[config.mk]
export PLATFORM = sky130hd
export DESIGN_NAME = smac_access_ctrl
export DESIGN_NICKNAME = d
export VERILOG_FILES = /design/src/logic/smac_pkg.sv /design/src/logic/smac_if.sv /design/src/logic/smac_attempt_ctr.sv /design/src/logic/smac_tear_seq.sv /design/src/logic/smac_access_ctrl.sv
export VERILOG_INCLUDE_DIRS = /design/src /design/src/logic
export SDC_FILE = /design/constraint.sdc
export NUM_CORES = 1
export LEC_CHECK = 0
export BUFFER_PORTS_ARGS = -buffer_cell sky130_fd_sc_hd__buf_2
export CAP_MARGIN = 10
export CORE_ASPECT_RATIO = 0.7
export CORE_MARGIN = 2
export CORE_UTILIZATION = 49
export CTS_BUF_LIST = sky130_fd_sc_hd__clkbuf_4
export CTS_CLUSTER_SIZE = 28
export DETAILED_ROUTE_END_ITERATION = 8
export PLACE_DENSITY_LB_ADDON = 0.1
export SETUP_SLACK_MARGIN = 0.05
export SLEW_MARGIN = 25
export SYNTH_ARGS = -nofsm -noshare
export SYNTH_HDL_FRONTEND = slang
export SYNTH_HIERARCHICAL = 1
export SYNTH_SLANG_ARGS = --single-unit
[constraint.sdc]
create_clock -name sys_clk -period 4.6 [get_ports sys_clk]
set_input_delay 0.69 -clock sys_clk [delete_from_list [all_inputs] [get_ports sys_clk]]
set_output_delay 0.69 -clock sys_clk [all_outputs]
set_load 0.03 [all_outputs]
[src/logic/smac_params.svh]
// Purpose: shared constants of the secure memory access control block
// Assumes: included by the attempt counter, tear sequencer and access controller files of the block
// Notes: counts are defaults of module parameters
`ifndef SMAC_PARAMS_SVH
`define SMAC_PARAMS_SVH
`define SMAC_ZONES 8
`define SMAC_PW_SETS 8
`define SMAC_KEY_SETS 4
`define SMAC_SET_W 3
`define SMAC_LEN_W 5
`define SMAC_TEAR_PAGE_BYTES 5'h08
`define SMAC_TRIES_MAX 4'h8
`define SMAC_TRIES_W 4
`define SMAC_NVM_DIRECT 2'h0
`define SMAC_NVM_BUFFER 2'h1
`define SMAC_NVM_COPY 2'h2
`endif

[src/logic/smac_pkg.sv]
// Purpose: types of the secure memory access control block
// Assumes: nothing
// Notes: code 7 of the command type is unused
package smac_pkg;
    typedef enum logic [2:0] {
        SMAC_OP_READ, SMAC_OP_WRITE, SMAC_OP_CHECK_PW, SMAC_OP_AUTH,
        SMAC_OP_ENC, SMAC_OP_RELEASE, SMAC_OP_IDLE
    } smac_op_type;
    typedef enum logic [2:0] {
        SMAC_ST_OK, SMAC_ST_DENIED, SMAC_ST_TOO_LONG, SMAC_ST_MAC_BAD,
        SMAC_ST_LOCKED, SMAC_ST_FAILED, SMAC_ST_BAD_OP
    } smac_status_type;
    typedef enum {
        SMAC_TEAR_BOOT, SMAC_TEAR_RECOVER, SMAC_TEAR_IDLE, SMAC_TEAR_DIRECT,
        SMAC_TEAR_BUFFER, SMAC_TEAR_COPY
    } smac_tear_state_type;
    typedef struct packed {
        logic valid;
        logic secure;
        logic write;
        logic [2:0] set;
    } smac_pw_type;
endpackage : smac_pkg

[src/logic/smac_if.sv]
// Purpose: carriers between the access controller and its helpers
// Assumes: one clock domain
// Notes: idx selects one attempt counter, fail and pass are pulses
interface smac_ctr_if #(parameter int N = 20);
    logic fail;
    logic pass;
    logic [$clog2(N)-1:0] idx;
    logic [N-1:0] locked;
    modport host (output fail, pass, idx, input locked);
    modport ctr (input fail, pass, idx, output locked);
endinterface : smac_ctr_if

interface smac_wr_if;
    logic start;
    logic tear_en;
    logic busy;
    logic done;
    modport host (output start, tear_en, input busy, done);
    modport seq (input start, tear_en, output busy, done);
endinterface : smac_wr_if

[src/logic/smac_attempt_ctr.sv]
// Purpose: one attempt counter per password other than the secure code, and per key set
// Assumes: persistence in eeprom is handled by the memory controller
// Notes: a counter saturates at the limit and then locks its entry
`include "smac_params.svh"
module smac_attempt_ctr
    import smac_pkg::*;
#(
    parameter int N = 20,
    parameter logic [`SMAC_TRIES_W-1:0] MAX = `SMAC_TRIES_MAX
) (
    input wire logic sys_clk, // system clock
    input wire logic resetn, // async reset, active low
    smac_ctr_if.ctr ctr // fail or pass events, lock flags
);
    localparam int IW = $clog2(N);
    genvar i;
    generate
        for (i = 0; i < N; i++) begin : g_ctr
            logic [`SMAC_TRIES_W-1:0] tries;
            always_ff @(posedge sys_clk or negedge resetn) begin
                if (!resetn) begin
                    tries <= '0;
                end else if (ctr.idx == IW'(i)) begin
                    if (ctr.pass) begin
                        tries <= '0;
                    end else if (ctr.fail && tries != MAX) begin
                        tries <= tries + 1'b1;
                    end
                end
            end
            assign ctr.locked[i] = (tries == MAX);
        end
    endgenerate
endmodule : smac_attempt_ctr

[src/logic/smac_tear_seq.sv]
// Purpose: eeprom write sequencer with optional anti-tearing
// Assumes: nvm_ack pulses once when a started eeprom cycle ends
// Notes: tear_pending is sampled in the first cycle after reset release
`include "smac_params.svh"
module smac_tear_seq
    import smac_pkg::*;
(
    input wire logic sys_clk, // system clock
    input wire logic resetn, // async reset, active low
    smac_wr_if.seq wr, // write start and completion
    input wire logic tear_pending, // copy was cut by a power loss
    input wire logic nvm_ack, // eeprom cycle finished
    output logic nvm_go, // start one eeprom cycle
    output logic [1:0] nvm_sel // direct, into buffer, or buffer to target
);
    smac_tear_state_type state;

    always_ff @(posedge sys_clk or negedge resetn) begin
        if (!resetn) begin
            state <= SMAC_TEAR_BOOT;
            nvm_go <= 1'b0;
            nvm_sel <= `SMAC_NVM_DIRECT;
            wr.busy <= 1'b1;
            wr.done <= 1'b0;
        end else begin
            nvm_go <= 1'b0;
            wr.done <= 1'b0;
            unique case (state)
                SMAC_TEAR_BOOT: begin
                    // restore the target from the buffer before any command
                    state <= tear_pending ? SMAC_TEAR_RECOVER : SMAC_TEAR_IDLE;
                    nvm_go <= tear_pending;
                    nvm_sel <= `SMAC_NVM_COPY;
                    wr.busy <= tear_pending;
                end
                SMAC_TEAR_IDLE: begin
                    if (wr.start) begin
                        state <= wr.tear_en ? SMAC_TEAR_BUFFER : SMAC_TEAR_DIRECT;
                        nvm_sel <= wr.tear_en ? `SMAC_NVM_BUFFER : `SMAC_NVM_DIRECT;
                        nvm_go <= 1'b1;
                        wr.busy <= 1'b1;
                    end
                end
                SMAC_TEAR_BUFFER: begin
                    if (nvm_ack) begin
                        // second eeprom cycle makes protected writes slower
                        state <= SMAC_TEAR_COPY;
                        nvm_sel <= `SMAC_NVM_COPY;
                        nvm_go <= 1'b1;
                    end
                end
                SMAC_TEAR_DIRECT, SMAC_TEAR_COPY, SMAC_TEAR_RECOVER: begin
                    if (nvm_ack) begin
                        state <= SMAC_TEAR_IDLE;
                        wr.busy <= 1'b0;
                        wr.done <= (state != SMAC_TEAR_RECOVER);
                    end
                end
            endcase
        end
    end
endmodule : smac_tear_seq

[src/logic/smac_access_ctrl.sv]
// Purpose: session security state and access decisions of a contactless card
// Assumes: decoded commands with compare results; reset is the power-on reset
// Notes: a command is taken on cmd_valid and cmd_ready; one response per command
`include "smac_params.svh"
module smac_access_ctrl
    import smac_pkg::*;
#(
    parameter int ZONES = `SMAC_ZONES,
    parameter int PW_SETS = `SMAC_PW_SETS,
    parameter int KEY_SETS = `SMAC_KEY_SETS
) (
    input wire logic sys_clk, // system clock
    input wire logic resetn, // async power-on reset, active low
    input wire logic cmd_valid, // command present
    input wire logic [2:0] cmd_op, // command code
    input wire logic cmd_cfg, // target is the configuration zone
    input wire logic [2:0] cmd_zone, // user zone
    input wire logic [`SMAC_LEN_W-1:0] cmd_len, // write length in bytes
    input wire logic [2:0] cmd_pw_set, // password set presented
    input wire logic cmd_pw_write, // presented password is the write one
    input wire logic cmd_pw_secure, // presented password is the secure code
    input wire logic cmd_pw_ok, // presented password compared equal
    input wire logic [1:0] cmd_key, // key set for authentication
    input wire logic cmd_key_ok, // authentication or activation verified
    input wire logic cmd_mac_present, // checksum sent with command
    input wire logic cmd_mac_ok, // checksum compared equal
    input wire logic cfg_sec_en, // security features enabled
    input wire logic cfg_tear_en, // anti-tearing enabled
    input wire logic [3*ZONES-1:0] zone_pw_set, // password set of each zone
    input wire logic [ZONES-1:0] zone_need_rpw, // zone read needs password
    input wire logic [ZONES-1:0] zone_need_wpw, // zone write needs password
    input wire logic [ZONES-1:0] zone_need_auth, // zone needs authentication
    input wire logic [ZONES-1:0] zone_need_enc, // zone needs encryption
    input wire logic tear_pending, // anti-tearing flag at power-up
    input wire logic nvm_ack, // eeprom cycle finished
    output logic cmd_ready, // command may be taken
    output logic rsp_valid, // response pulse
    output logic [2:0] rsp_status, // response code
    output logic auth_active, // authentication mode in force
    output logic enc_active, // encryption mode in force
    output logic pw_active, // a password is in force
    output logic mac_mode, // checksum is a mac, not an mdc
    output logic pw_encrypted, // password data travels ciphered
    output logic tx_encrypt, // cipher outgoing read data
    output logic rx_decrypt, // decipher incoming write and password data
    output logic nvm_go, // start one eeprom cycle
    output logic [1:0] nvm_sel // eeprom cycle kind
);
    localparam int N_CTR = 2 * PW_SETS + KEY_SETS;
    localparam int CW = $clog2(N_CTR);

    smac_ctr_if #(.N(N_CTR)) ctr_bus ();
    smac_wr_if wr_bus ();

    smac_op_type op;
    smac_pw_type pw;
    logic take;
    logic crypt;
    logic [2:0] zset;
    logic match_rd;
    logic match_wr;
    logic rd_ok;
    logic wr_ok;
    logic mac_bad;
    logic launch;
    logic wr_wait;
    smac_status_type next_status;

    assign op = smac_op_type'(cmd_op);
    assign take = cmd_valid && cmd_ready;
    assign crypt = auth_active || enc_active;
    assign zset = zone_pw_set[3*cmd_zone +: 3];
    assign match_rd = pw.valid && !pw.secure && pw.set == zset;
    assign match_wr = match_rd && pw.write;

    smac_attempt_ctr #(.N(N_CTR)) u_ctr (
        .sys_clk(sys_clk),
        .resetn(resetn),
        .ctr(ctr_bus)
    );

    smac_tear_seq u_tear (
        .sys_clk(sys_clk),
        .resetn(resetn),
        .wr(wr_bus),
        .tear_pending(tear_pending),
        .nvm_ack(nvm_ack),
        .nvm_go(nvm_go),
        .nvm_sel(nvm_sel)
    );

    // with security off every user zone is open to plain commands
    always_comb begin
        rd_ok = !cfg_sec_en;
        wr_ok = !cfg_sec_en;
        if (cfg_sec_en) begin
            rd_ok = (!zone_need_rpw[cmd_zone] || match_rd)
                && (!zone_need_auth[cmd_zone] || auth_active)
                && (!zone_need_enc[cmd_zone] || enc_active);
            wr_ok = (!zone_need_wpw[cmd_zone] || match_wr)
                && (!zone_need_auth[cmd_zone] || auth_active)
                && (!zone_need_enc[cmd_zone] || enc_active);
        end
        if (cmd_cfg) begin
            rd_ok = pw.valid && pw.secure;
            wr_ok = pw.valid && pw.secure;
        end
    end

    // standard mode: checksum optional; crypto mode: writes must carry a mac
    always_comb begin
        mac_bad = cmd_mac_present && !cmd_mac_ok;
        if (crypt && op == SMAC_OP_WRITE && !cmd_mac_present) begin
            mac_bad = 1'b1;
        end
    end

    always_comb begin
        ctr_bus.idx = CW'({cmd_pw_set, cmd_pw_write});
        if (op == SMAC_OP_AUTH || op == SMAC_OP_ENC) begin
            ctr_bus.idx = CW'(2 * PW_SETS) + CW'(cmd_key);
        end
        ctr_bus.fail = 1'b0;
        ctr_bus.pass = 1'b0;
        launch = 1'b0;
        next_status = SMAC_ST_OK;
        unique case (op)
            SMAC_OP_READ: begin
                if (mac_bad) begin
                    next_status = SMAC_ST_MAC_BAD;
                end else if (!rd_ok) begin
                    next_status = SMAC_ST_DENIED;
                end
            end
            SMAC_OP_WRITE: begin
                if (mac_bad) begin
                    next_status = SMAC_ST_MAC_BAD;
                end else if (!wr_ok) begin
                    next_status = SMAC_ST_DENIED;
                end else if (cfg_tear_en && cmd_len > `SMAC_TEAR_PAGE_BYTES) begin
                    next_status = SMAC_ST_TOO_LONG;
                end else begin
                    launch = take;
                end
            end
            SMAC_OP_CHECK_PW, SMAC_OP_AUTH, SMAC_OP_ENC: begin
                if (mac_bad) begin
                    next_status = SMAC_ST_MAC_BAD;
                end else if (!cmd_pw_secure && ctr_bus.locked[ctr_bus.idx]) begin
                    next_status = SMAC_ST_LOCKED;
                end else if (!cmd_pw_ok && op == SMAC_OP_CHECK_PW) begin
                    next_status = SMAC_ST_FAILED;
                end else if (op != SMAC_OP_CHECK_PW && !cmd_key_ok) begin
                    next_status = SMAC_ST_FAILED;
                end else if (op == SMAC_OP_ENC && !auth_active) begin
                    next_status = SMAC_ST_FAILED;
                end
                if (!cmd_pw_secure || op != SMAC_OP_CHECK_PW) begin
                    ctr_bus.fail = take && next_status == SMAC_ST_FAILED;
                    ctr_bus.pass = take && next_status == SMAC_ST_OK;
                end
            end
            SMAC_OP_RELEASE, SMAC_OP_IDLE: begin
                next_status = mac_bad ? SMAC_ST_MAC_BAD : SMAC_ST_OK;
            end
            default: begin
                next_status = mac_bad ? SMAC_ST_MAC_BAD : SMAC_ST_BAD_OP;
            end
        endcase
    end

    assign wr_bus.start = launch;
    assign wr_bus.tear_en = cfg_tear_en;

    // the active password; a new presentation replaces the old one unless its checksum is bad
    always_ff @(posedge sys_clk or negedge resetn) begin
        if (!resetn) begin
            pw <= '0;
        end else if (take && (op == SMAC_OP_RELEASE || op == SMAC_OP_IDLE)) begin
            pw <= '0;
        end else if (take && op == SMAC_OP_CHECK_PW && next_status != SMAC_ST_MAC_BAD) begin
            pw.valid <= (next_status == SMAC_ST_OK);
            pw.secure <= cmd_pw_secure;
            pw.write <= cmd_pw_write;
            pw.set <= cmd_pw_set;
        end
    end

    // authentication and encryption session state
    always_ff @(posedge sys_clk or negedge resetn) begin
        if (!resetn) begin
            auth_active <= 1'b0;
            enc_active <= 1'b0;
        end else if (take) begin
            if (op == SMAC_OP_RELEASE || op == SMAC_OP_IDLE) begin
                auth_active <= 1'b0;
                enc_active <= 1'b0;
            end else if (crypt && next_status == SMAC_ST_MAC_BAD) begin
                // only a fresh authentication brings crypto mode back
                auth_active <= 1'b0;
                enc_active <= 1'b0;
            end else if (op == SMAC_OP_AUTH) begin
                auth_active <= (next_status == SMAC_ST_OK);
                enc_active <= 1'b0;
            end else if (op == SMAC_OP_ENC) begin
                enc_active <= (next_status == SMAC_ST_OK);
            end
        end
    end

    // cipher and checksum mode outputs follow the session state
    always_ff @(posedge sys_clk or negedge resetn) begin
        if (!resetn) begin
            pw_active <= 1'b0;
            mac_mode <= 1'b0;
            pw_encrypted <= 1'b0;
            tx_encrypt <= 1'b0;
            rx_decrypt <= 1'b0;
        end else begin
            pw_active <= pw.valid;
            mac_mode <= crypt;
            pw_encrypted <= crypt;
            tx_encrypt <= enc_active;
            rx_decrypt <= enc_active;
        end
    end

    // responses: at once for most commands, at completion for granted writes
    always_ff @(posedge sys_clk or negedge resetn) begin
        if (!resetn) begin
            rsp_valid <= 1'b0;
            rsp_status <= 3'h0;
            wr_wait <= 1'b0;
            cmd_ready <= 1'b0;
        end else begin
            rsp_valid <= (take && !launch) || wr_bus.done;
            if (take && !launch) begin
                rsp_status <= next_status;
            end else if (wr_bus.done) begin
                rsp_status <= SMAC_ST_OK;
            end
            if (launch) begin
                wr_wait <= 1'b1;
            end else if (wr_bus.done) begin
                wr_wait <= 1'b0;
            end
            cmd_ready <= !wr_bus.busy && !wr_wait && !launch;
        end
    end
endmodule : smac_access_ctrl

* Word-level counts from Yosys, hierarchy flattened
Cells that the tools add are included.
** Storage, ports and cells
- Input port bits :: 86
- Output and inout port bits :: 15
- Register bits after elaboration :: 134
- Word-level logic and storage cells :: 382
** Operators by class
- Shifts and indexed selects :: 1
- $add $sub $neg :: 21
- Equality and inequality tests :: 79
- Reductions and logical operators :: 130
- Multiplexer cells :: 109
- Multipliers :: 1
- $lt $le $gt $ge :: 3
** Operators with widths (number)
- $mux 4 :: 40
- $pmux 32 s4 :: 1
- $mux 32 :: 3
- $add 4x1->4 const B :: 20
- $eq 4x4->1 const B :: 20
- $ne 4x4->1 const B :: 20
- $eq 32x2->1 const B :: 2
- $eq 32x3->1 const B :: 2
- $logic_and 1x1->1 :: 46
- $reduce_bool 2->1 :: 23
- $reduce_and 2->1 :: 22
- $eq 5x4->1 const B :: 8
- $mux 1 :: 35
- $eq 32x1->1 const B :: 1
- $logic_not 32->1 :: 1
- $ne 32x2->1 const B :: 1
- $mux 3 :: 10
- $shiftx 24x6->3 :: 1
- $eq 5x3->1 const B :: 4
- $eq 5x5->1 const B :: 4
- $mux 2 :: 8
- $logic_not 1->1 :: 15
- $bmux 1 s3 :: 4
- $eq 3x3->1 const B :: 4
- other kinds (26) :: 49

* Longest topological paths before layout
Gate-level depths: netlist (run 1).
- Word-level depth :: 18
- Mapped depth :: 16
- Mapped depth without buffers :: 13

* By module
Netlist (run 1), hierarchy kept.
** Modules (own cells, without submodules)
- smac_attempt_ctr :: instances 1, seq. area each 2001.9 um^2, cells an instance 527, area an instance 4947.2 um^2
- smac_access_ctrl :: instances 1, seq. area each 425.4 um^2, cells an instance 189, area an instance 1808.0 um^2
- smac_tear_seq :: instances 1, seq. area each 201.4 um^2, cells an instance 50, area an instance 470.5 um^2

* Worst setup path after synthesis (run 1)
No wires, ideal clock.
- Path type :: in2reg
- Start :: in cmd_op[2]
- End :: reg u_ctr.g_ctr[12].tries[0]
- Stages on the path :: 14
- Path buffers :: 2
- Path slack :: 0.330 ns
- Arrival time :: 4.145 ns
- Required time :: 4.475 ns
- Library setup time :: 0.125 ns
- Cells stage by stage :: buf_2 > nand2b_1 > o22ai_1 > a211oi_4 > mux4_2 > o22ai_1 > o22ai_1 > o21a_1 > nor4_1 > o21ba_2 > buf_2 > nand3_1 > a21o_1 > mux2_2
** Between the ends
- Word-level cells in the longest chain between the ends :: 16
- Elaborated cells on any way between the ends :: 37
- Classes of those cells :: 7 x eq/ne; 15 x mux; 15 x reduce/logical
** Ends and longest elaborated chain
- start, declared :: line smac_access_ctrl.sv:15 : input wire logic [2:0] cmd_op,
- $eq 3x2->1 or $eq 3x3->1 (tied branches) :: line smac_access_ctrl.sv:120 : if (op == SMAC_OP_AUTH || op == SMAC_OP_ENC) begin
- $logic_or 1x1->1 (*) :: line smac_access_ctrl.sv:120
- $mux 5 (*) :: line smac_access_ctrl.sv:120
- via ctr_bus.idx[0] :: line smac_if.sv:7 : logic [$clog2(N)-1:0] idx;
- $bmux 1 s5 (*) :: line smac_access_ctrl.sv:149 : end else if (!cmd_pw_secure && ctr_bus.locked[ctr_bus.idx]) begin
- $mux 1 (not written as such) (*) :: line smac_access_ctrl.sv:149
- $logic_and 1x1->1 (*) :: line smac_access_ctrl.sv:149
- $mux 3 (*) :: line smac_access_ctrl.sv:149
- [2 not listed]
- $eq 3x3->1 (*) :: line smac_access_ctrl.sv:159 : ctr_bus.fail = take && next_status == SMAC_ST_FAILED;
- $logic_and 1x1->1 (*) :: line smac_access_ctrl.sv:159
- $mux 1 (*) :: line smac_access_ctrl.sv:158 : if (!cmd_pw_secure || op != SMAC_OP_CHECK_PW) begin
- $mux 1 (*) :: line smac_access_ctrl.sv:127 : unique case (op)
- via ctr_bus.fail :: line smac_if.sv:5 : logic fail;
- $logic_and 1x1->1 (*) :: line smac_attempt_ctr.sv:26 : end else if (ctr.fail && tries != MAX) begin
- $reduce_bool 2->1 (no source line) (*)
- $reduce_and 2->1 (no source line) (*)
- end signal, assigned :: line smac_attempt_ctr.sv:27 : tries <= tries + 1'b1;
- end, declared :: line smac_attempt_ctr.sv:19 : logic [`SMAC_TRIES_W-1:0] tries;
The timed path passes the listed nets; every way through them passes the cells marked *. The select of a mux whose other input is x is not followed.
A chain may end at the register's enable or synchronous reset.

* Worst setup path in the final report (run 1)
- Start :: in cmd_op[2]
- End :: reg u_ctr.g_ctr[0].tries[1]
** Between the ends
- Elaborated cells on any way between the ends :: 37
- Classes of those cells :: 6 x eq/ne; 15 x mux; 16 x reduce/logical
** RTL lines
- $eq 3x2->1 or $eq 3x3->1 (tied branches) :: line smac_access_ctrl.sv:120
- $logic_or 1x1->1 (*) :: line smac_access_ctrl.sv:120
- $mux 5 (*) :: line smac_access_ctrl.sv:120
- via ctr_bus.idx[0] :: line smac_if.sv:7
- $bmux 1 s5 (*) :: line smac_access_ctrl.sv:149
- $mux 1 (not written as such) (*) :: line smac_access_ctrl.sv:149
- $logic_and 1x1->1 (*) :: line smac_access_ctrl.sv:149
- $mux 3 (*) :: line smac_access_ctrl.sv:149
- $mux 3 (*) :: line smac_access_ctrl.sv:147 : if (mac_bad) begin
- $mux 3 (*) :: line smac_access_ctrl.sv:127
- $logic_not 3->1 (*) :: line smac_access_ctrl.sv:160 : ctr_bus.pass = take && next_status == SMAC_ST_OK;
- $logic_and 1x1->1 (*) :: line smac_access_ctrl.sv:160
- $mux 1 (*) :: line smac_access_ctrl.sv:158
- $mux 1 (*) :: line smac_access_ctrl.sv:127
- via ctr_bus.pass :: line smac_if.sv:6 : logic pass;
- $reduce_bool 2->1 (no source line)
- $reduce_and 2->1 (no source line)
- end signal, assigned :: line smac_attempt_ctr.sv:27
- end, declared :: line smac_attempt_ctr.sv:19
Marked as above.

==> results of run 1 <==
==> cell usage in the layout, fill, tap and decap left out, types with 14 or more instances in the layout <==
| cell type | n |
|---|---|
| nor3_1 | 16 |
| buf_2 | 99 |
| dfrtp_1 | 104 |
| mux4_2 | 14 |
| a221o_1 | 20 |
| ha_1 | 40 |
| inv_1 | 55 |
| nor4_1 | 22 |
| nand2_1 | 67 |
| o21ai_0 | 31 |
| o21ai_1 | 30 |
| nor2b_1 | 50 |
| nor2_1 | 34 |
| nand3_1 | 40 |
| mux2i_1 | 23 |
| a21oi_1 | 17 |
==> cell families (layout without fill, tap and decap cells) <==
| logic type | Yosys count | in the layout | synth area share, % |
|---|---|---|---|
| buffers and inverters | 88 | 184 | 5.14 |
| xor gates and xnor gates | 4 | 4 | 0.485 |
| and+or+nand+nor | 296 | 296 | 23.2 |
| AOI/OAI and AO/OA | 183 | 183 | 18.3 |
| muxes | 50 | 50 | 9.58 |
| other | 0 | 1 | 0 |
| DFF | 105 | 105 | 36.4 |
| adders and majority gates | 40 | 40 | 6.93 |
==> state kept, by name, indices dropped and copies added, names as in the netlist <==
name and cells:
u_ctr/g_ctr.tries 80, pw 6, rsp_status 3, u_tear/state 3
u_tear/nvm_sel 2, auth_active 1, cmd_ready 1, enc_active 1
pw_active 1, pw_encrypted 1, rsp_valid 1, rx_decrypt 1
u_tear/nvm_go 1, u_tear/wr.busy 1, u_tear/wr.done 1, wr_wait 1
==> routing by layer <==
metal	global-route usage, %	vias to the layer above	part of all wire, %
li1	-	2992	-
met1	31.8	3018	46
met2	37.4	189	47
met3	3.81	15	6.0
met4	4.76	0	0.74
met5	0	-	0
==> worst max-delay path by stage <==
stage,end,slack (ps),depth (start not counted)
after CTS,u_ctr/g_ctr[0].tries[1],560,14
after floorplan,u_ctr/g_ctr[12].tries[0],330,14
final,u_ctr/g_ctr[0].tries[1],510,14
after global placement,u_ctr/g_ctr[17].tries[0],300,15
after detailed placement,u_ctr/g_ctr[0].tries[1],70,14
after global routing,u_ctr/g_ctr[0].tries[1],180,14
==> per-stage QoR <==
step / instances / hold WS (ps)
CTS: 1057 / 331
floorplan: 766 / 388
detailed placement: 1041 / 415
global placement: 1041 / 415
finish: 1058 / 289
global route: 1058 / 345
==> area by class of cell <==
cell class	instances	area, µm²
repair buffers	111	586
inverters	57	216
well taps	195	244
clock inverters	7	68.8
diodes	1	2.50
fillers	1268	6490
flip-flops and latches	105	2630
clock buffers	9	67.6
multi-input cells	573	4230
==> synth_stat cells, drive strengths merged, types with 14 or more instances <==
cell and number:
nor2b 51, nor4 28, nor2 34, buf 22
o21ai 62, mux4 14, inv 57, nand3 40
nand2 67, a221o 20, ha 40, dfrtp 104
a21oi 19, mux2i 23, nor3 20
==> worst max-delay path: cells and delay by family <==
family                 cells  cell delay, ps
AOI/OAI and AO/OA          7            1510
and+or+nand+nor            4            1250
muxes                      1             560
buffers and inverters      2             470
==> power breakdown <==
part	internal (mW)	switching, mW	total, mW	leakage [nW]
Clock	0.165	0.314	0.479	0.0737
Sequential	1.05	0.116	1.17	1.41
Combinational	0.289	0.389	0.678	2.23
==> results.ini, run 1 <==
[worst_setup_path]
r2r_setup_slack_ps=880
arrival_ps=4480
critPathLaunchType=primary input
path_cells=buf_2 > nor2b_1 > nor3_1 > a211oi_4 > mux4_2 > o22ai_1 > o22ai_1 > o21a_1 > nor4_2 > buf_4 > o21bai_1 > nor4_1 > a22oi_1 > o21ai_0
cp_common_cell=o22ai_1
r2r_cells=13
slowest_stage=nor4_1
cp_slowest_stage_delay_ps=600
cp.required_ps=4990
crit_type=in2reg
cp_max_fo=19
critPathLaunch=cmd_op[2]
worstSetupEndpointType=flop
worst_r2r_endpoint=u_ctr/g_ctr[0].tries[1]
r2r-start=u_ctr/g_ctr[7].tries[0]

[timing]
finalCritPeriodShare_pct=88.8
fin_skew_ps=21.1
worst_slack_ps=515
period_minus_slack_ps=4090
hold_viol_final=0
drv_slew=0
setup_viol_count_final=0
relSlewSlack_pct=42.5
worstMarginPinSlew_ps=862
tns_ps=0
fmaxAchievable_ghz=0.245
rsz0062_at_grt=false

[synthesis]
synthCells=766
synthFlopType=dfrtp_1
synth_top_area_cell=dfrtp_1
post_synth_num_cell_types=78
synthesis.area_um2=7230
syn_nets=892
synth_warnings=6
synth-seq-cells=105
ys_top_cells_by_area=dfrtp_1, ha_1, mux4_2, nor2b_1, nand2_1
synth.top_cell.area_share_pct=36.0
synth-edff-count=0
yosysSeqAreaShare_pct=36.4
async_reset_ff_share_pct=100
syn_avg_cell_area_um2=9.43

[detailed_routing]
vias=6214
ant_nets=0
wl_um=17500
viasPerCell=5.87
drt_iter0_markers=517
wire_per_inst_um=16.6
drt-pass1-iter-count=5
drcViolationCount=0

[clock_network]
cts_hold_buffers=0
cts_post_setup_buffers_inserted=0
cts_resized=0
root_buffer=clkbuf_4
clock-sinks=105
htree_levels=3
cts_inserted_buffers=9
cts_tree=done
insertion_delay_ps=470
clk_pin_slew_ps=160
cts.path.max_buffers=2

[floorplanning]
die_y_um=106
io_pins=101
dieArea_um2=15700
rows=37
core_area_um2=14500
dieWidth_um=149
start_util_pct=49.7

[hold_path]
hold_class=in2async

[cells_and_area]
area_growth_pct=11.3
nNetsFinal=983
postLayoutCoreUtil_pct=55.3
postLayoutCellArea_um2=8050
drive_gt1_share_pct=21.1

[power]
p_leak_nw=3.72
finalPower_mw=2.32
peakVddDrop_mv=0.186
power.density_nw_per_um2=289

[global_route]
grt_max_degree=68
overflow=0
grt_pass1_wl_um=28800
grtUsageTotal_pct=22.7
antenna_found_initial=1
grt_pass1_vias=5832

[run_status]
status=finished clean

[placement]
placed_cell_area_um2=7910
hpwl_um=13300
place_congestion=0.907
dp_slack_ps=69.9
numPortBuffers=100

[run]
drv.max_cap_violation_count=0

Note: power is estimated with default switching activity, not from simulation.
==> inputs of run 2 (changes only) <==
Clock period 4.6 ns to 5.3 ns, I/O delays scaled along.
==> run 2 against run 1 <==
Against the previous run:
- sequential share of layout area unchanged
- global-route usage increased by 0.49 points
- core utilization unchanged
- combinational power down 14%
- hold slack improved by 9.1 ps
- routed wire length increased by 2.0%
- register-to-register slack gained 440 ps
- setup slack improved by 200 ps
- sequential cell count unchanged
- critical path type unchanged
- largest power group unchanged
==> results.ini, run 2 (same netlist as run 1, synthesis figures left out) <==
[floorplanning]
dieArea_um2=15700
start_util_pct=49.7
io_pins=101
core_area_um2=14500
dieWidth_um=149
die_y_um=106
rows=37

[global_route]
grt_pass1_vias=5873
overflow=0
grtUsageTotal_pct=23.2
grt_pass1_wl_um=29200
grt_max_degree=75
antenna_found_initial=0

[detailed_routing]
wire_per_inst_um=16.9
wl_um=17900
vias=6219
drt-pass1-iter-count=5
viasPerCell=5.87
ant_nets=0
drcViolationCount=0
drt_iter0_markers=431

[placement]
dp_slack_ps=222
numPortBuffers=100
place_congestion=0.891
numPlacedInstances=1044
hpwl_um=13500

[clock_network]
cts_hold_buffers=0
clock-sinks=105
cts.path.max_buffers=2
cts_inserted_buffers=9
root_buffer=clkbuf_4
cts_resized=0
clk_pin_slew_ps=180
cts_tree=done
insertion_delay_ps=510
htree_levels=3
cts_post_setup_buffers_inserted=0

[cells_and_area]
instances_no_fill=1060
most-common-layout-cells=dfrtp_1, buf_2, nand2_1
largest-register=u_ctr/g_ctr.tries
nNetsFinal=986
diodes=0
largest_reg_flops=80
area_growth_pct=11.3
reg.largest.list=u_ctr/g_ctr.tries (80), pw (6)
drive_gt1_share_pct=21.3
postLayoutCoreUtil_pct=55.3
layout_commonest_cell=dfrtp_1

[worst_setup_path]
slowest_stage=mux4_2
worstSetupEndpointType=flop
cp_common_cell=o22ai_1
cp.required_ps=5740
r2r_setup_slack_ps=1320
cp_max_fo=19
cp_slowest_stage_delay_ps=600
path_cells=buf_2 > nor2b_1 > nor3_1 > a211oi_4 > mux4_2 > o22ai_1 > o22ai_1 > o21a_1 > nor4_2 > o21bai_1 > nor4_1 > buf_4 > a22oi_1 > o21ai_0
crit_type=in2reg
critPathLaunchType=primary input
arrival_ps=5020

[power]
finalPower_mw=1.99
peakVddDrop_mv=0.165
power.density_nw_per_um2=247
p_leak_nw=3.72

[timing]
relSlewSlack_pct=48.4
period_minus_slack_ps=4580
worstMarginPinSlew_ps=773
tns_ps=0
fmaxAchievable_ghz=0.218
drv_slew=0
setup_viol_count_final=0
rsz0062_at_grt=false
finalCritPeriodShare_pct=86.5
fin_skew_ps=24.7
worst_slack_ps=717
hold_viol_final=0

[run_status]
status=finished clean

[run]
drv.max_cap_violation_count=0

[hold_path]
hold_class=in2async

run 2: critical path: cells and delay by family:
family	cells	cell delay, ps
AOI/OAI and AO/OA	7	1720
buffers and inverters	2	460
muxes	1	600
and+or+nand+nor	4	1410
run 2: through the flow:
stage	hold WS [ps]	cell area, µm²
2_1_floorplan	388	7230
3_3_place_gp	422	7930
3_5_place_dp	433	7930
4_1_cts	426	8040
5_1_grt	308	8050
6_report	298	8050
run 2: cell type report:
class                   count  area, µm²
fillers                  1328       6490
multi-input cells         573       4230
flip-flops and latches    105       2630
repair buffers            114        612
well taps                 195        244
inverters                  57        216
clock buffers               9       67.6
clock inverters             7       45.0
run 2: worst paths after layout:
path,cells past startpoint,to,from
worst max-delay path,14,u_ctr/g_ctr[0].tries[1],cmd_op[2]
worst min-delay path,1,u_ctr/g_ctr[13].tries[0],resetn
worst max register to register,13,u_ctr/g_ctr[0].tries[1],u_ctr/g_ctr[7].tries[0]
worst min register to register,1,cmd_ready,wr_wait
max in group asynchronous,2,pw[5],resetn
min in group sys_clk,1,cmd_ready,wr_wait
run 2: power by group:
group	leakage [nW]	switching, mW	internal, mW
clock network	0.0574	0.288	0.0949
registers	1.41	0.104	0.912
logic	2.25	0.335	0.251
run 2: routing by layer:
layer	wire length [µm]	GRT usage, %	vias to the layer above	share of wire [%]
met2	8130	36.1	211	45
met4	225	5.99	0	1.3
li1	-	-	2994	-
met1	8400	33.4	2995	47
met3	1130	4.42	19	6.3
met5	0	0	-	0
==> inputs of run 3 (changes only) <==
Settings changed: SYNTH_HIERARCHICAL 1 to not set.
==> run 3 against run 2 <==
Against the previous run:
- first-iteration DRC count rose by 39%
- synthesized cell count increased by 7.2%
- power up 6.9%
- clock skew rose by 10 ps
- register-to-register slack gained 550 ps
- hold slack improved by 2.8 ps
- critical path depth fell by 5
- global-route usage increased by 0.93 points
- final cell count grew 3.8%
==> results.ini, run 3 <==
[power]
peakVddDrop_mv=0.136
p_leak_nw=3.83
power.density_nw_per_um2=262

[worst_setup_path]
path_cells=buf_2 > or3b_1 > nand2_1 > nor2_1 > nand2_1 > o311ai_0 > o41a_2 > nor2_1 > a41o_1
r2r_setup_slack_ps=1870
worst_r2r_endpoint=u_ctr.g_ctr[1].tries[2]
cp_max_fo=41
crit_type=in2reg
r2r-start=u_ctr.g_ctr[11].tries[0]
slowest_stage=o311ai_0
arrival_ps=4500
critPathLaunch=cmd_op[1]
r2r_cells=9
critPathLaunchType=primary input
path_buf_inv=1
cp_slowest_stage_delay_ps=960
worstSetupEndpointType=flop
cp.required_ps=5710
cpLargestDelayFamily=compound AO/OA/AOI/OAI gates

[placement]
numPortBuffers=100
hpwl_um=13900
place_congestion=0.898
numPlacedInstances=1084

[synthesis]
synthesis.area_um2=7340
synth.top_cell.area_share_pct=35.5
synthFlopType=dfrtp_1
synth_top_area_cell=dfrtp_1
synth_warnings=0
async_reset_ff_share_pct=100
syn_nets=947
ys_top_cells_by_area=dfrtp_1, ha_1, mux2i_1, o21ai_0, nor2_1
synth-seq-cells=105
syn_avg_cell_area_um2=8.94
synth_common_cells=dfrtp_1, nor2_1, nand2_1
post_synth_num_cell_types=78
synth_most_common_cell=dfrtp_1
yosysSeqAreaShare_pct=35.8
synthCells=821
synth-edff-count=0

[timing]
fmaxAchievable_ghz=0.244
finalCritPeriodShare_pct=77.3
fin_skew_ps=34.6
relSlewSlack_pct=26.3
drv_slew=0
period_minus_slack_ps=4090
worstMarginPinSlew_ps=1090
setup_viol_count_final=0
hold_viol_final=0
rsz0062_at_grt=false
tns_ps=0

[run]
drv.max_cap_violation_count=0

[clock_network]
clock-sinks=105
cts_hold_buffers=0
clk_pin_slew_ps=180
cts_resized=0
cts_post_setup_buffers_inserted=0
cts_tree=done
cts_inserted_buffers=9
cts.path.max_buffers=2
insertion_delay_ps=490
root_buffer=clkbuf_4
htree_levels=3

[cells_and_area]
postLayoutCoreUtil_pct=55.3
fill_cells=1334
layout_commonest_cell=dfrtp_1
multi_input_area_um2=4280
area_growth_pct=10.5
nNetsFinal=1026
largest-register=u_ctr.g_ctr.tries
regArea_um2=2630
reg.largest.list=u_ctr.g_ctr.tries (80), pw (6)
diodes=0
largest_reg_flops=80
drive_gt1_share_pct=18.1
instances_no_fill=1100
most-common-layout-cells=dfrtp_1, buf_2, nor2_1

[floorplanning]
die_y_um=106
dieWidth_um=150
rows=37
dieArea_um2=16000
io_pins=101
core_area_um2=14700
start_util_pct=50.0

[global_route]
grt_pass1_vias=6232
antenna_found_initial=0
overflow=0
grtUsageTotal_pct=24.2
grt_max_degree=55
grt_pass1_wl_um=31000

[detailed_routing]
ant_nets=0
wire_per_inst_um=17.2
wl_um=18900
viasPerCell=5.99
drt-pass1-iter-count=5
drcViolationCount=0
drt_iter0_markers=599
vias=6593

[run_status]
status=finished clean

[hold_path]
hold_class=in2async

run 3: cells by family (layout without fill, tap and decap cells):
family / after synthesis / count (layout) / share of synthesized area [%]
simple gates: 313 / 313 / 22.5
compound gates: 198 / 198 / 18.7
flops: 105 / 105 / 35.8
buf+inv: 102 / 186 / 5.83
mux: 58 / 58 / 9.80
fa+ha+maj: 40 / 40 / 6.82
xor+xnor: 5 / 5 / 0.597
run 3: layout make-up:
class,instances,share of cell area (%)
multi-input combinational,614,52.8
tap,195,3.01
clock buffer,10,0.925
timing repair buffer,107,6.94
inverter,63,2.91
clock inverter,6,1.02
sequential,105,32.4
run 3: report_power, final:
group          internal, mW  total, mW  switching [mW]
Combinational         0.250      0.638           0.389
Clock                 0.160      0.462           0.302
Sequential            0.916       1.02           0.107
Total                  1.33       2.12           0.798
run 3: stage by stage:
stage	setup slack, ps	total power [mW]	hold WS (ps)	cell area [µm²]
2_1_floorplan	1680	1.47	407	7340
3_3_place_gp	964	1.64	419	7940
3_5_place_dp	806	1.67	424	7960
4_1_cts	1350	2.14	279	8110
5_1_grt	1130	2.27	292	8110
6_report	1210	2.12	301	8110
run 3: per-layer routing:
| layer | wire [µm] | global-route usage, % | vias to the layer above |
|---|---|---|---|
| li1 | - | - | 3156 |
| met1 | 9050 | 35.7 | 3200 |
| met2 | 8560 | 37.7 | 217 |
| met3 | 1090 | 3.43 | 20 |
| met4 | 224 | 5.19 | 0 |
| met5 | 0 | 0 | - |
run 3: worst max-delay path by stage:
stage               slack (ps)                        to  cells past startpoint
global route              1130   u_ctr.g_ctr[1].tries[2]                      9
global placement           960  u_ctr.g_ctr[12].tries[0]                      9
detailed placement         810   u_ctr.g_ctr[1].tries[2]                      9
floorplan                 1680  u_ctr.g_ctr[14].tries[0]                     11
CTS                       1350  u_ctr.g_ctr[12].tries[0]                      9
finish                    1210   u_ctr.g_ctr[1].tries[2]                      9
